File: config.mk
export PLATFORM = sky130hd
export DESIGN_NAME = pscm_top
export DESIGN_NICKNAME = d
export VERILOG_FILES = /design/src/common/pscm_pkg.sv /design/src/pscm_top.sv
export VERILOG_INCLUDE_DIRS = /design/src /design/src/common
export SDC_FILE = /design/constraint.sdc
export NUM_CORES = 1
export LEC_CHECK = 0
export ABC_CLOCK_PERIOD_IN_PS = 2910
export BUFFER_PORTS_ARGS = -buffer_cell sky130_fd_sc_hd__buf_2
export CAP_MARGIN = 20
export CELL_PAD_IN_SITES_DETAIL_PLACEMENT = 1
export CELL_PAD_IN_SITES_GLOBAL_PLACEMENT = 1
export CORE_MARGIN = 2
export CORE_UTILIZATION = 39
export CTS_BUF_LIST = sky130_fd_sc_hd__clkbuf_16
export DETAILED_ROUTE_END_ITERATION = 10
export PLACE_DENSITY_LB_ADDON = 0.1
export SLEW_MARGIN = 0
export SYNTH_ARGS = -nofsm -noshare
export SYNTH_HDL_FRONTEND = slang
export SYNTH_SLANG_ARGS = --single-unit
File: constraint.sdc
create_clock -name clk -period 2.91 [get_ports clk]
set_clock_uncertainty 0.2 [all_clocks]
set_input_delay 0.291 -clock clk [delete_from_list [all_inputs] [get_ports clk]]
set_output_delay 0.291 -clock clk [all_outputs]
set_load 0.02 [all_outputs]
File: src/common/pscm_regs.svh
// register offsets, field positions and reset values of the capture block
`ifndef PSCM_REGS_SVH
`define PSCM_REGS_SVH
`define PSCM_OFF_CAP_LOW 8'h00
`define PSCM_OFF_CAP_HIGH 8'h04
`define PSCM_OFF_MATRIX 8'h08
`define PSCM_OFF_IRQ_MASK 8'h0C
`define PSCM_OFF_FLAGS 8'h10
`define PSCM_OFF_CONTROL 8'h14
`define PSCM_BIT_SOFT_TRIG 7
`define PSCM_BIT_ACT_B 7
`define PSCM_BIT_ACT_A 6
`define PSCM_BIT_SYNC_ERR 5
`define PSCM_BIT_EVT_B 4
`define PSCM_BIT_EVT_A 3
`define PSCM_BIT_CYC_END 0
`define PSCM_BIT_ENH_END 1
`define PSCM_BIT_CAP_EN_A 0
`define PSCM_BIT_CAP_EN_B 1
`define PSCM_BIT_FOLLOW 2
`define PSCM_BIT_RUN 3
`define PSCM_MASK_WR 8'h3B
`define PSCM_FLAGS_CLR 8'hF9
`define PSCM_CTRL_WR 8'h0F
`define PSCM_RST_BYTE 8'h00
`define PSCM_RST_CAP 12'h000
`endif

File: src/common/pscm_pkg.sv
// types shared by the capture, matrix and flag block
package pscm_pkg;
  // event strobes from counter, input blocks and master, and the master's run level
  typedef struct packed {
    logic cycle_end;
    logic enh_cycle_end;
    logic event_a;
    logic event_b;
    logic master_cycle_end;
    logic master_run;
  } pscm_evt_s;
  // the four waveform outputs
  typedef struct packed {
    logic wave_out_a_primary;
    logic wave_out_a_alternate;
    logic wave_out_b_primary;
    logic wave_out_b_alternate;
  } pscm_out_s;
  typedef logic [7:0] pscm_byte_t;
  typedef enum logic [1:0] {
    PSCM_RESP_OKAY = 2'b00,
    PSCM_RESP_SLVERR = 2'b10
  } pscm_resp_e;
endpackage

File: src/pscm_top.sv
// capture, output matrix and interrupt flags of the power stage controller
//
// How it works
// - writing one to the soft trigger bit captures the counter
// - soft trigger bit reads one when latest capture was software's
// - an enabled part's input event loads the counter into capture
// - capture is 12 bits: high nibble in high byte, low byte apart
// - reading the low byte latches the high byte into one temp byte
// - matrix bits 7..4 give B outputs level in ramps 3..0
// - matrix bits 3..0 give A outputs level in ramps 3..0
// - enabled sync error flag raises the interrupt
// - enabled part A or B events raise the interrupt
// - enabled enhanced cycle end raises interrupt after 15th cycle
// - enabled cycle end raises the interrupt on each whole cycle
// - activity flags set on any change of B or A output
// - sync error set when following a running master and cycle ends disagree
// - event flags set on every event, enabled or not
// - ramp number field records ramp of latest event
// - cycle end flag set on each whole cycle
// - writing one clears a flag, zero leaves it alone
// - a part captures only while its capture enable is set
// - follow bit makes the block run with the master's run
`timescale 1ns/100ps
`include "pscm_regs.svh"
module pscm_top
  import pscm_pkg::*;
(
  // clock, reset, enable
  input wire logic clk,
  input wire logic rst,
  input wire logic ce,
  // axi4-lite write address and data
  input wire logic [7:0] s_axi_awaddr,
  input wire logic s_axi_awvalid,
  output logic s_axi_awready,
  input wire logic [31:0] s_axi_wdata,
  input wire logic [3:0] s_axi_wstrb,
  input wire logic s_axi_wvalid,
  output logic s_axi_wready,
  // axi4-lite write response
  output logic [1:0] s_axi_bresp,
  output logic s_axi_bvalid,
  input wire logic s_axi_bready,
  // axi4-lite read
  input wire logic [7:0] s_axi_araddr,
  input wire logic s_axi_arvalid,
  output logic s_axi_arready,
  output logic [31:0] s_axi_rdata,
  output logic [1:0] s_axi_rresp,
  output logic s_axi_rvalid,
  input wire logic s_axi_rready,
  // waveform counter side
  input wire logic [11:0] wave_count,
  input wire logic [1:0] ramp,
  input wire pscm_evt_s evt,
  // outputs
  output pscm_out_s wave_out,
  output logic run_active,
  output logic irq
);

  // ==========================================================
  // register state
  logic [11:0] capture_value;
  logic capture_soft_trigger;
  pscm_byte_t temp_high;
  pscm_byte_t ramp_output_matrix;
  pscm_byte_t interrupt_enable_mask;
  pscm_byte_t flag_bits;
  logic [1:0] event_ramp_number;
  logic enh_pending;
  pscm_byte_t control;
  logic out_a;
  logic out_b;
  logic [7:0] flag_set;
  logic [7:0] flag_clr;
  logic [7:0] rd_byte;
  logic rd_ok;
  logic wr_ok;

  // ==========================================================
  // axi write channel
  logic aw_held;
  logic w_held;
  logic [7:0] aw_addr_q;
  logic [7:0] w_data_q;
  logic w_lane0_q;
  logic wr_go;

  // each channel is taken on its own; the write acts once both are held
  assign s_axi_awready = !aw_held && !s_axi_bvalid;
  assign s_axi_wready = !w_held && !s_axi_bvalid;
  assign wr_go = aw_held && w_held && !s_axi_bvalid;

  // capture of write address
  always_ff @(posedge clk or posedge rst) begin
    if (rst) begin
      aw_held <= 1'b0;
      aw_addr_q <= `PSCM_RST_BYTE;
    end else if (ce) begin
      if (s_axi_awvalid && s_axi_awready) begin
        aw_held <= 1'b1;
        aw_addr_q <= s_axi_awaddr;
      end else if (wr_go) begin
        aw_held <= 1'b0;
      end
    end
  end

  // capture of write data; only lane 0 carries register bits
  always_ff @(posedge clk or posedge rst) begin
    if (rst) begin
      w_held <= 1'b0;
      w_data_q <= `PSCM_RST_BYTE;
      w_lane0_q <= 1'b0;
    end else if (ce) begin
      if (s_axi_wvalid && s_axi_wready) begin
        w_held <= 1'b1;
        w_data_q <= s_axi_wdata[7:0];
        w_lane0_q <= s_axi_wstrb[0];
      end else if (wr_go) begin
        w_held <= 1'b0;
      end
    end
  end

  // address decode for writes
  always_comb begin
    unique case (aw_addr_q)
      `PSCM_OFF_CAP_LOW, `PSCM_OFF_CAP_HIGH, `PSCM_OFF_MATRIX,
      `PSCM_OFF_IRQ_MASK, `PSCM_OFF_FLAGS, `PSCM_OFF_CONTROL: begin
        wr_ok = 1'b1;
      end
      default: begin
        wr_ok = 1'b0;
      end
    endcase
  end

  // write response; unmapped address answers slverr
  always_ff @(posedge clk or posedge rst) begin
    if (rst) begin
      s_axi_bvalid <= 1'b0;
      s_axi_bresp <= PSCM_RESP_OKAY;
    end else if (ce) begin
      if (wr_go) begin
        s_axi_bvalid <= 1'b1;
        s_axi_bresp <= wr_ok ? PSCM_RESP_OKAY : PSCM_RESP_SLVERR;
      end else if (s_axi_bready) begin
        s_axi_bvalid <= 1'b0;
      end
    end
  end

  // a lane-0 write to a given offset
  function automatic logic wr_hit(input logic [7:0] off);
    wr_hit = wr_go && w_lane0_q && (aw_addr_q == off);
  endfunction

  // ==========================================================
  // software registers
  logic soft_trig;
  assign soft_trig = wr_hit(`PSCM_OFF_CAP_HIGH) &&
    w_data_q[`PSCM_BIT_SOFT_TRIG];

  // matrix, mask and control bytes
  always_ff @(posedge clk or posedge rst) begin
    if (rst) begin
      ramp_output_matrix <= `PSCM_RST_BYTE;
      interrupt_enable_mask <= `PSCM_RST_BYTE;
      control <= `PSCM_RST_BYTE;
    end else if (ce) begin
      if (wr_hit(`PSCM_OFF_MATRIX)) begin
        ramp_output_matrix <= w_data_q;
      end
      if (wr_hit(`PSCM_OFF_IRQ_MASK)) begin
        interrupt_enable_mask <= w_data_q & `PSCM_MASK_WR;
      end
      if (wr_hit(`PSCM_OFF_CONTROL)) begin
        control <= w_data_q & `PSCM_CTRL_WR;
      end
    end
  end

  // ==========================================================
  // run control: own run bit, or master's run when following
  assign run_active = control[`PSCM_BIT_RUN] ||
    (control[`PSCM_BIT_FOLLOW] && evt.master_run);

  // ==========================================================
  // input capture
  logic cap_a;
  logic cap_b;
  assign cap_a = evt.event_a && control[`PSCM_BIT_CAP_EN_A];
  assign cap_b = evt.event_b && control[`PSCM_BIT_CAP_EN_B];

  // software trigger wins over an event in the same cycle
  always_ff @(posedge clk or posedge rst) begin
    if (rst) begin
      capture_value <= `PSCM_RST_CAP;
      capture_soft_trigger <= 1'b0;
    end else if (ce) begin
      if (soft_trig) begin
        capture_value <= wave_count;
        capture_soft_trigger <= 1'b1;
      end else if (cap_a || cap_b) begin
        capture_value <= wave_count;
        capture_soft_trigger <= 1'b0;
      end
    end
  end

  // ==========================================================
  // output matrix; outputs come from flops so the edge is clean
  always_ff @(posedge clk or posedge rst) begin
    if (rst) begin
      out_a <= 1'b0;
      out_b <= 1'b0;
    end else if (ce) begin
      out_a <= ramp_output_matrix[{1'b0, ramp}];
      out_b <= ramp_output_matrix[{1'b1, ramp}];
    end
  end

  // primary and alternate carry the same level
  assign wave_out.wave_out_a_primary = out_a;
  assign wave_out.wave_out_a_alternate = out_a;
  assign wave_out.wave_out_b_primary = out_b;
  assign wave_out.wave_out_b_alternate = out_b;

  // ==========================================================
  // flag sources
  logic next_out_a;
  logic next_out_b;
  assign next_out_a = ramp_output_matrix[{1'b0, ramp}];
  assign next_out_b = ramp_output_matrix[{1'b1, ramp}];

  // hardware set terms, one per flag bit
  always_comb begin
    flag_set = 8'h00;
    flag_set[`PSCM_BIT_ACT_B] = next_out_b != out_b;
    flag_set[`PSCM_BIT_ACT_A] = next_out_a != out_a;
    flag_set[`PSCM_BIT_SYNC_ERR] = control[`PSCM_BIT_FOLLOW] &&
      evt.master_run &&
      (evt.cycle_end != evt.master_cycle_end);
    flag_set[`PSCM_BIT_EVT_B] = evt.event_b;
    flag_set[`PSCM_BIT_EVT_A] = evt.event_a;
    flag_set[`PSCM_BIT_CYC_END] = evt.cycle_end;
  end

  // write-one-to-clear on clearable bits only
  assign flag_clr = wr_hit(`PSCM_OFF_FLAGS) ?
    (w_data_q & `PSCM_FLAGS_CLR) : 8'h00;

  // sticky flags; a set in the clearing cycle is kept
  genvar gi;
  generate
    for (gi = 0; gi < 8; gi++) begin : g_flag
      always_ff @(posedge clk or posedge rst) begin
        if (rst) begin
          flag_bits[gi] <= 1'b0;
        end else if (ce) begin
          if (flag_set[gi]) begin
            flag_bits[gi] <= 1'b1;
          end else if (flag_clr[gi]) begin
            flag_bits[gi] <= 1'b0;
          end
        end
      end
    end
  endgenerate

  // ramp of the latest event, coded ramp 1..4 as 0..3
  always_ff @(posedge clk or posedge rst) begin
    if (rst) begin
      event_ramp_number <= 2'h0;
    end else if (ce && (evt.event_a || evt.event_b)) begin
      event_ramp_number <= ramp;
    end
  end

  // enhanced cycle end has no visible flag bit; it is pending
  // internally and cleared together with the cycle end flag
  always_ff @(posedge clk or posedge rst) begin
    if (rst) begin
      enh_pending <= 1'b0;
    end else if (ce) begin
      if (evt.enh_cycle_end) begin
        enh_pending <= 1'b1;
      end else if (flag_clr[`PSCM_BIT_CYC_END]) begin
        enh_pending <= 1'b0;
      end
    end
  end

  // ==========================================================
  // interrupt request, a level while any enabled source is set
  always_comb begin
    irq = (flag_bits[`PSCM_BIT_SYNC_ERR] &&
      interrupt_enable_mask[`PSCM_BIT_SYNC_ERR]) ||
      (flag_bits[`PSCM_BIT_EVT_B] &&
      interrupt_enable_mask[`PSCM_BIT_EVT_B]) ||
      (flag_bits[`PSCM_BIT_EVT_A] &&
      interrupt_enable_mask[`PSCM_BIT_EVT_A]) ||
      (enh_pending &&
      interrupt_enable_mask[`PSCM_BIT_ENH_END]) ||
      (flag_bits[`PSCM_BIT_CYC_END] &&
      interrupt_enable_mask[`PSCM_BIT_CYC_END]);
  end

  // ==========================================================
  // axi read channel
  logic rd_take;
  logic low_read;
  assign s_axi_arready = !s_axi_rvalid;
  assign rd_take = s_axi_arvalid && s_axi_arready;
  assign low_read = rd_take && (s_axi_araddr == `PSCM_OFF_CAP_LOW);

  // read mux; unused bits of each byte are zero
  always_comb begin
    rd_ok = 1'b1;
    unique case (s_axi_araddr)
      `PSCM_OFF_CAP_LOW: begin
        rd_byte = capture_value[7:0];
      end
      `PSCM_OFF_CAP_HIGH: begin
        rd_byte = temp_high;
      end
      `PSCM_OFF_MATRIX: begin
        rd_byte = ramp_output_matrix;
      end
      `PSCM_OFF_IRQ_MASK: begin
        rd_byte = interrupt_enable_mask;
      end
      `PSCM_OFF_FLAGS: begin
        rd_byte = {flag_bits[7:3], event_ramp_number,
          flag_bits[0]};
      end
      `PSCM_OFF_CONTROL: begin
        rd_byte = control;
      end
      default: begin
        rd_byte = 8'h00;
        rd_ok = 1'b0;
      end
    endcase
  end

  // a low byte read freezes the high byte so the pair is coherent
  always_ff @(posedge clk or posedge rst) begin
    if (rst) begin
      temp_high <= `PSCM_RST_BYTE;
    end else if (ce && low_read) begin
      temp_high <= {capture_soft_trigger, 3'b000,
        capture_value[11:8]};
    end
  end

  // read data register
  always_ff @(posedge clk or posedge rst) begin
    if (rst) begin
      s_axi_rvalid <= 1'b0;
      s_axi_rdata <= 32'h0000_0000;
      s_axi_rresp <= PSCM_RESP_OKAY;
    end else if (ce) begin
      if (rd_take) begin
        s_axi_rvalid <= 1'b1;
        s_axi_rdata <= {24'h00_0000, rd_byte};
        s_axi_rresp <= rd_ok ? PSCM_RESP_OKAY : PSCM_RESP_SLVERR;
      end else if (s_axi_rready) begin
        s_axi_rvalid <= 1'b0;
      end
    end
  end

endmodule

==> metrics.md, run 1 <==
| Metric | Value |
|---|---|
| Maximum clock rate | 423 MHz |
| Slowest cell delay on critical path | 0.56 ns |
| Vias after detailed routing | 2590 |
| Layout-stage area growth over the synthesis result | 26.1% |
| Post-synth EDFFs | 0 |
| Vias in the first global route | 2691 |
| Leading cell types by count after synthesis | 77 x dfrtp_1, 46 x mux2_2, 31 x buf_4 |
| Fraction of the cycle the final worst path needs | 0.812 |
| Critical register-to-register path endpoint | ramp_output_matrix[6] |
| WP buf/inv | 0 |
| Number of detailed-route iterations in the first pass | 4 |
| Total power per unit cell area | 714 nW/µm² |
| Syn avg cell area | 12.8 µm² |
| Critical-path maximum fanout | 8 |
| Proportion of synthesized flip-flops having asynchronous set or reset | 1.00 |
| Post-DP HPWL | 6440 µm |
| Total number of clock tree sinks | 77 |
| Number of levels the H-tree was split into | 3 |
| Maximum Capacitance Violations | 0 |
| Remaining antenna violation count after routing | 0 |
| Wire length of the first global-routing pass | 14400 µm |
| Syn. warnings | 0 |
| Reg-to-reg critical path startpoint | aw_addr_q[6] |
| Row count | 35 |
| Antenna violations before repair | 0 |
| Crit path arrival time | 2.37 ns |
| Slack of the worst reg-to-reg path | 0.55 ns |
| Layout cell share with drive strength beyond 1 | 0.409 |
| Placed standard-cell area | 4150 µm² |
| Nets@finish | 476 |
| Measured slew at the worst slew-check pin | 0.591 ns |
| Count of pins on the block boundary | 127 |
| Die height | 102 µm |
| Static leakage | 2.33 nW |
| Clock Tree Root | clkbuf_16 |
| Final routed wirelength across all metal layers | 8930 µm |
| Setup TNS | 0 ns |
| Final Hold Viols | 0 |
| Number of standard cells after synthesis | 292 |
| Kind of start point of the critical path | flop |
| Total Die Area | 10400 µm² |
| Relative slew slack | 0.601 |
| Setup violations, final | 0 |
| Area contributors post-synth | dfrtp_1 51%, mux2_2 14%, buf_4 6.2% |
| Req. time, crit path | 2.92 ns |
| Buffer depth of the longest clock path | 2 |
| Port Buffer Count | 73 |
| Max stage delay cell, worst path | and4b_1 |
| Hold WC Path Type | in2reg |
| Post-route setup slack | 0.547 ns |
| Share of the yosys chip area belonging to registers | 0.514 |
| Final Instance Area | 4720 µm² |
| Unrepaired setup endpoints after global routing | no |
| Outcome | completed |
| Critical path capture point type | flop |
| Routability Congestion | 0.770 |
| Post-placement worst setup slack | 0.548 ns |
| Number of gates resized after CTS | 0 |
| Number of storage elements in the synthesis netlist | 77 |
| Die width | 102 µm |
| Core area | 9280 µm² |
| Count of pins over their slew limit | 0 |
| Minimum clock period | 2.36 ns |
| Area of the mapped netlist | 3750 µm² |
| Grt ovf | 0 |
| Starting density of the core | 0.404 |
| Pin count of the biggest net entering global routing | 78 |
| Worst skew pair latency | 0.33 ns |
| Worst Reg2Reg Path Length in Cells | 4 |
| Min-Delay Startpoint | s_axi_wdata[7] |
| Total global routing track utilization | 0.184 |
| Yosys top cell by area | dfrtp_1 |
| Number of buffers created by CTS | 9 |
| Worst-path cell chain | or3_4 > nor4_4 > and4b_1 > mux2_2 |
| Routed vias/inst | 4.89 |
| Number of diodes | 0 |
| Hold Path Sink | w_data_q[7] |
| Worst setup path class | reg2reg |
| Number of stages on the worst hold path | 2 |
| TritonCTS clock tree | built |
| Worst ir drop on vdd | 0.338 mV |
| Unique cell type count in the Yosys netlist | 49 |
| Clock Pin Slew Worst Setup and Hold Paths | 0.06 ns |
| Predominant post-synthesis flop cell | dfrtp_1 |
| Pwr Total | 0.00337 W |
| Most used standard cell by instance count after synthesis | dfrtp_1 |
| Family of cells with the greatest summed delay on the critical path | simple AND/OR/NAND/NOR gates |
| # DRC | 0 |
| Drt first-iter violations | 138 |
| Area share of the largest cell type after synthesis | 0.514 |
| Routed length per instance | 16.9 µm |
[state kept, by name, summed over array words and instances, names as in the netlist, 2 cells and up]
signal / flops
interrupt_enable_mask: 5
flag_bits: 6
temp_high: 5
event_ramp_number: 2
control: 4
w_data_q: 8
capture_value: 12
s_axi_rdata: 8
aw_addr_q: 8
ramp_output_matrix: 8
[what timing repair did]
action | in CTS | in global routing
endpoints found under the hold margin | 104 | 1
hold buffers | 28 | 1
setup buffers | 0 | 0
[layout by cell type (no fill, tap or decap), types with 3 or more instances in the layout]
cell type	count
a21o_1	3
a22o_1	8
buf_2	73
buf_4	6
clkbuf_16	9
conb_1	26
dfrtp_1	77
dlygate4sd3_1	29
inv_1	3
mux2_2	46
mux2_4	10
mux2i_1	8
mux4_2	5
nand2_1	28
nand3_1	3
nand4_1	3
nor2_1	9
o21ai_0	7
or2_2	3
[where the power goes]
group | switching, W | internal (W) | leakage (nW)
Clock | 0.000424 | 0.000652 | 0.145
Combinational | 0.000330 | 0.000407 | 1.19
Sequential | 0.000238 | 0.00132 | 0.997
[worst register-to-register path: stages, from the launching register on]
cell and delay, ns:
dfrtp_1 0.37, or3_4 0.41, nor4_4 0.31, and4b_1 0.56, mux2_2 0.40
[per-stage QoR]
| step | std cells | util | hold slack (ns) |
|---|---|---|---|
| 3_3_place_gp | 485 | 0.447 | 0.223 |
| 3_5_place_dp | 485 | 0.447 | 0.220 |
| 6_report | 530 | 0.509 | 0.00566 |
| 4_1_cts | 529 | 0.508 | 0.00187 |
| 2_1_floorplan | 317 | - | 0.231 |
| 5_1_grt | 530 | 0.509 | 0.000551 |
[layer usage]
metal  global-route usage  vias up  share of wire  wire (µm)
met5                    0        -              0          0
met4               0.0513        0          0.012        107
met3               0.0410       10          0.046        407
met2                0.297       75           0.49       4350
met1                0.253     1300           0.46       4070
li1                     -     1205              -          -
[worst max-delay path by stage]
stage	startpoint	end	slack (ns)	cells past startpoint
floorplan	rst	aw_addr_q[0]	0.45	1
global placement	aw_addr_q[6]	capture_value[10]	0.57	4
detailed placement	aw_addr_q[6]	capture_value[10]	0.55	4
CTS	aw_addr_q[6]	capture_value[10]	0.53	4
global route	aw_addr_q[6]	ramp_output_matrix[0]	0.43	4
finish	aw_addr_q[6]	ramp_output_matrix[6]	0.55	4
[cell families after synthesis]
kind of cell	count (synthesis)	share of synthesized area
DFF	77	0.514
muxes	69	0.230
xor gates and xnor gates	3	0.00701
AOI/OAI and AO/OA	32	0.0641
and+or+nand+nor	67	0.105
buffers and inverters	43	0.0791
other	1	0.00100
[layout make-up]
class                   count  area (µm²)
well taps                 129         161
clock inverters             7        58.8
flip-flops and latches     77        1930
inverters                   2        7.51
clock buffers               9         225
fillers                   997        4560
repair buffers            109         721
multi-input cells         197        1620
(Power assumes the default switching activity.)
==> run 2: changes to the inputs <==
Settings changed: ABC_CLOCK_PERIOD_IN_PS 2910 to 2000, CORE_UTILIZATION 39 to 35.
Clock period 2.91 ns to 2 ns, I/O delays scaled along.
==> metrics.md, run 2 (synthesis results as in run 1) <==
| Metric | Value |
|---|---|
| Final Hold Viols | 0 (unchanged) |
| Commonest non-fill, non-tap cells in the layout | 76 x dfrtp_1, 73 x buf_2, 40 x dlygate4sd3_1 |
| Hold WC Path Type | in2reg |
| Starting density of the core | 0.361 (-0.0423) |
| Grt ovf | 0 (unchanged) |
| Final routed wirelength across all metal layers | 9370 µm (+5.0%) |
| Hold Path Sink | s_axi_rresp[1] |
| Post-placement worst setup slack | -0.134 ns (-0.681 ns) |
| Placed standard-cell area | 4330 µm² (+4.4%) |
| Routed length per instance | 16.6 µm (-1.7%) |
| Clk network pwr share | 0.308 (-0.011) |
| Total power per unit cell area | 1020 nW/µm² (+43%) |
| Die width | 107 µm (+5.3%) |
| Largest register FFs | 12 (unchanged) |
| Pwr Total | 0.00520 W (+54%) |
| Worst skew pair latency | 0.33 ns (about the same) |
| Count of pins over their slew limit | 0 (unchanged) |
| WP buf/inv | 1 (+1) |
| Final Instance Count excl. Fillers | 566 (+6.8%) |
| Vias in the first global route | 2946 (+9.5%) |
| Number of stages on the worst hold path | 3 (+1) |
| Req. time, crit path | 2.01 ns (-0.91 ns) |
| Clock Tree Root | clkbuf_16 |
| Post-DP HPWL | 6660 µm (+3.4%) |
| Wire length of the first global-routing pass | 15300 µm (+6.6%) |
| Number of fillers in the final layout | 1123 (+13%) |
| Remaining antenna violation count after routing | 0 (unchanged) |
| Fraction of the cycle the final worst path needs | 1.07 (+0.253) |
| Die height | 107 µm (+5.3%) |
| Total Die Area | 11600 µm² (+11%) |
| Vias after detailed routing | 2673 (+3.2%) |
| Nets@finish | 505 (+6.1%) |
| Layout cell share with drive strength beyond 1 | 0.444 (+0.0352) |
| Worst-path cell chain | or3_4 > nor4_4 > a32o_2 > buf_12 > mux2_4 |
| Critical-path maximum fanout | 12 (+4) |
| Final Instance Area | 5110 µm² (+8.1%) |
| Port Buffer Count | 73 (unchanged) |
| Register with the highest flop count | capture_value |
| Clock Pin Slew Worst Setup and Hold Paths | 0.06 ns (about the same) |
| Routability Congestion | 0.779 (+1.1%) |
| Setup violations, final | 35 (+35) |
| Outcome | finished, violations left |
| Pin count of the biggest net entering global routing | 78 (unchanged) |
| Most common cell after layout, fill and taps aside | dfrtp_1 |
| Post-route setup slack | -0.130 ns (-0.677 ns) |
| Post-placement cell count | 508 (+4.7%) |
| Layout-stage area growth over the synthesis result | 36.3% |
| # DRC | 0 (unchanged) |
| Core area | 10400 µm² (+12%) |
| Min-Delay Startpoint | s_axi_araddr[3] |
| Number of diodes | 0 (unchanged) |
| Design internal power | 0.00364 W (+53%) |
| Row count | 37 (+5.7%) |
| Total global routing track utilization | 0.175 (-0.00902) |
| Crit path arrival time | 2.14 ns (-0.23 ns) |
| Worst setup path class | reg2reg |
| Minimum clock period | 2.13 ns (-0.233 ns) |
| Kind of start point of the critical path | flop |
| Unrepaired setup endpoints after global routing | yes |
| Number of buffers created by CTS | 9 (unchanged) |
| Combinational power share | 0.262 (+0.044) |
| Critical path capture point type | flop |
| Psw | 0.00155 W (+56%) |
| Family of cells with the greatest summed delay on the critical path | simple AND/OR/NAND/NOR gates |
| Total number of clock tree sinks | 77 (unchanged) |
| Maximum Capacitance Violations | 0 (unchanged) |
| Number of levels the H-tree was split into | 3 (unchanged) |
| Count of pins on the block boundary | 127 (unchanged) |
| Max stage delay cell, worst path | or3_4 |
| Static leakage | 2.49 nW (+7.0%) |
| Critical register-to-register path endpoint | capture_value[8] |
| Power share of the sequential group | 0.430 (-0.033) |
| Drt first-iter violations | 65 (-53%) |
| Worst ir drop on vdd | 0.426 mV (+26%) |
| Antenna violations before repair | 0 (unchanged) |
| Slowest cell delay on critical path | 0.41 ns (-0.15 ns) |
| Buffer depth of the longest clock path | 2 (unchanged) |
| Worst Reg2Reg Path Length in Cells | 5 (+1) |
| Maximum clock rate | 469 MHz (+11%) |
| Worst hold slack | 0.0775 ns (+0.0719 ns) |
| Slack of the worst reg-to-reg path | -0.13 ns (-0.68 ns) |
| Failing checks | negative setup slack |
| Number of detailed-route iterations in the first pass | 4 (unchanged) |
| Routed vias/inst | 4.72 (-3.4%) |
| Reg-to-reg critical path startpoint | aw_addr_q[6] |
| TritonCTS clock tree | built |
| Switching power as a share of total power | 0.299 (+0.00447) |
## run 2: cell types whose count changed in the layout (fill, tap and decap cells not counted), moves of 2 or more
| cell | previous run | this run |
|---|---|---|
| buf_12 | 1 | 3 |
| buf_4 | 6 | 19 |
| buf_6 | 0 | 3 |
| dlygate4sd3_1 | 29 | 40 |
| inv_1 | 3 | 1 |
| mux2_2 | 46 | 32 |
| mux2_4 | 10 | 24 |
| nand2_1 | 28 | 24 |
| nand2_2 | 0 | 4 |
## run 2: worst reg2reg max path: cells and delay by family, from the launching register on
family,cells,cell delay (ns)
AND/OR/NAND/NOR,2,0.70
flip-flops,1,0.37
multiplexers,1,0.32
AO/OA/AOI/OAI,1,0.26
buffers and inverters,1,0.16
## run 2: cell type report
class | count | area, µm² | area share
repair buffers | 138 | 1000 | 0.196
clock buffers | 9 | 225 | 0.0441
well taps | 136 | 170 | 0.0333
clock inverters | 7 | 65.1 | 0.0127
flip-flops and latches | 77 | 1930 | 0.378
multi-input cells | 197 | 1710 | 0.334
inverters | 2 | 11.3 | 0.00220
## run 2: metrics by stage
step / utilization / setup TNS [ns]
global placement: 0.418 / -2.22
floorplan: - / -0.891
global route: 0.493 / -6.69
finish: 0.493 / -3.39
detailed placement: 0.418 / -2.21
CTS: 0.487 / -2.49
## run 2: timing repair
| action | CTS | global route |
|---|---|---|
| setup buffers | 1 | 1 |
| gates resized for setup | 7 | 13 |
| hold endpoints to repair | 115 | 0 |
| setup endpoints to repair | 24 | 35 |
| pin swaps | 0 | 4 |
| hold buffers | 40 | 0 |
## run 2: how the worst max path moves through the flow
| stage | cells after the start | start | end |
|---|---|---|---|
| 2_1_floorplan | 5 | s_axi_bvalid | capture_value[0] |
| 3_3_place_gp | 5 | aw_addr_q[6] | ramp_output_matrix[6] |
| 3_5_place_dp | 5 | aw_addr_q[6] | ramp_output_matrix[7] |
| 4_1_cts | 5 | aw_addr_q[6] | capture_value[8] |
| 5_1_grt | 6 | aw_addr_q[6] | interrupt_enable_mask[1] |
| 6_report | 5 | aw_addr_q[6] | capture_value[8] |
## run 2: routing by layer
layer,global-route usage,share of wire,vias up,wire length [µm]
met5,0,0,-,0
met1,0.233,0.47,1342,4410
met2,0.291,0.49,58,4560
li1,-,-,1267,-
met3,0.0333,0.032,6,297
met4,0.0549,0.011,0,103
## run 2: power groups by stage
stage / logic [W] / clock network (W) / registers (W)
floorplan: 0.000813 / 0 / 0.00220
detailed placement: 0.00124 / 0 / 0.00226
global route: 0.00149 / 0.00173 / 0.00231
CTS: 0.00132 / 0.00165 / 0.00224
finish: 0.00136 / 0.00160 / 0.00224
global placement: 0.00121 / 0 / 0.00225
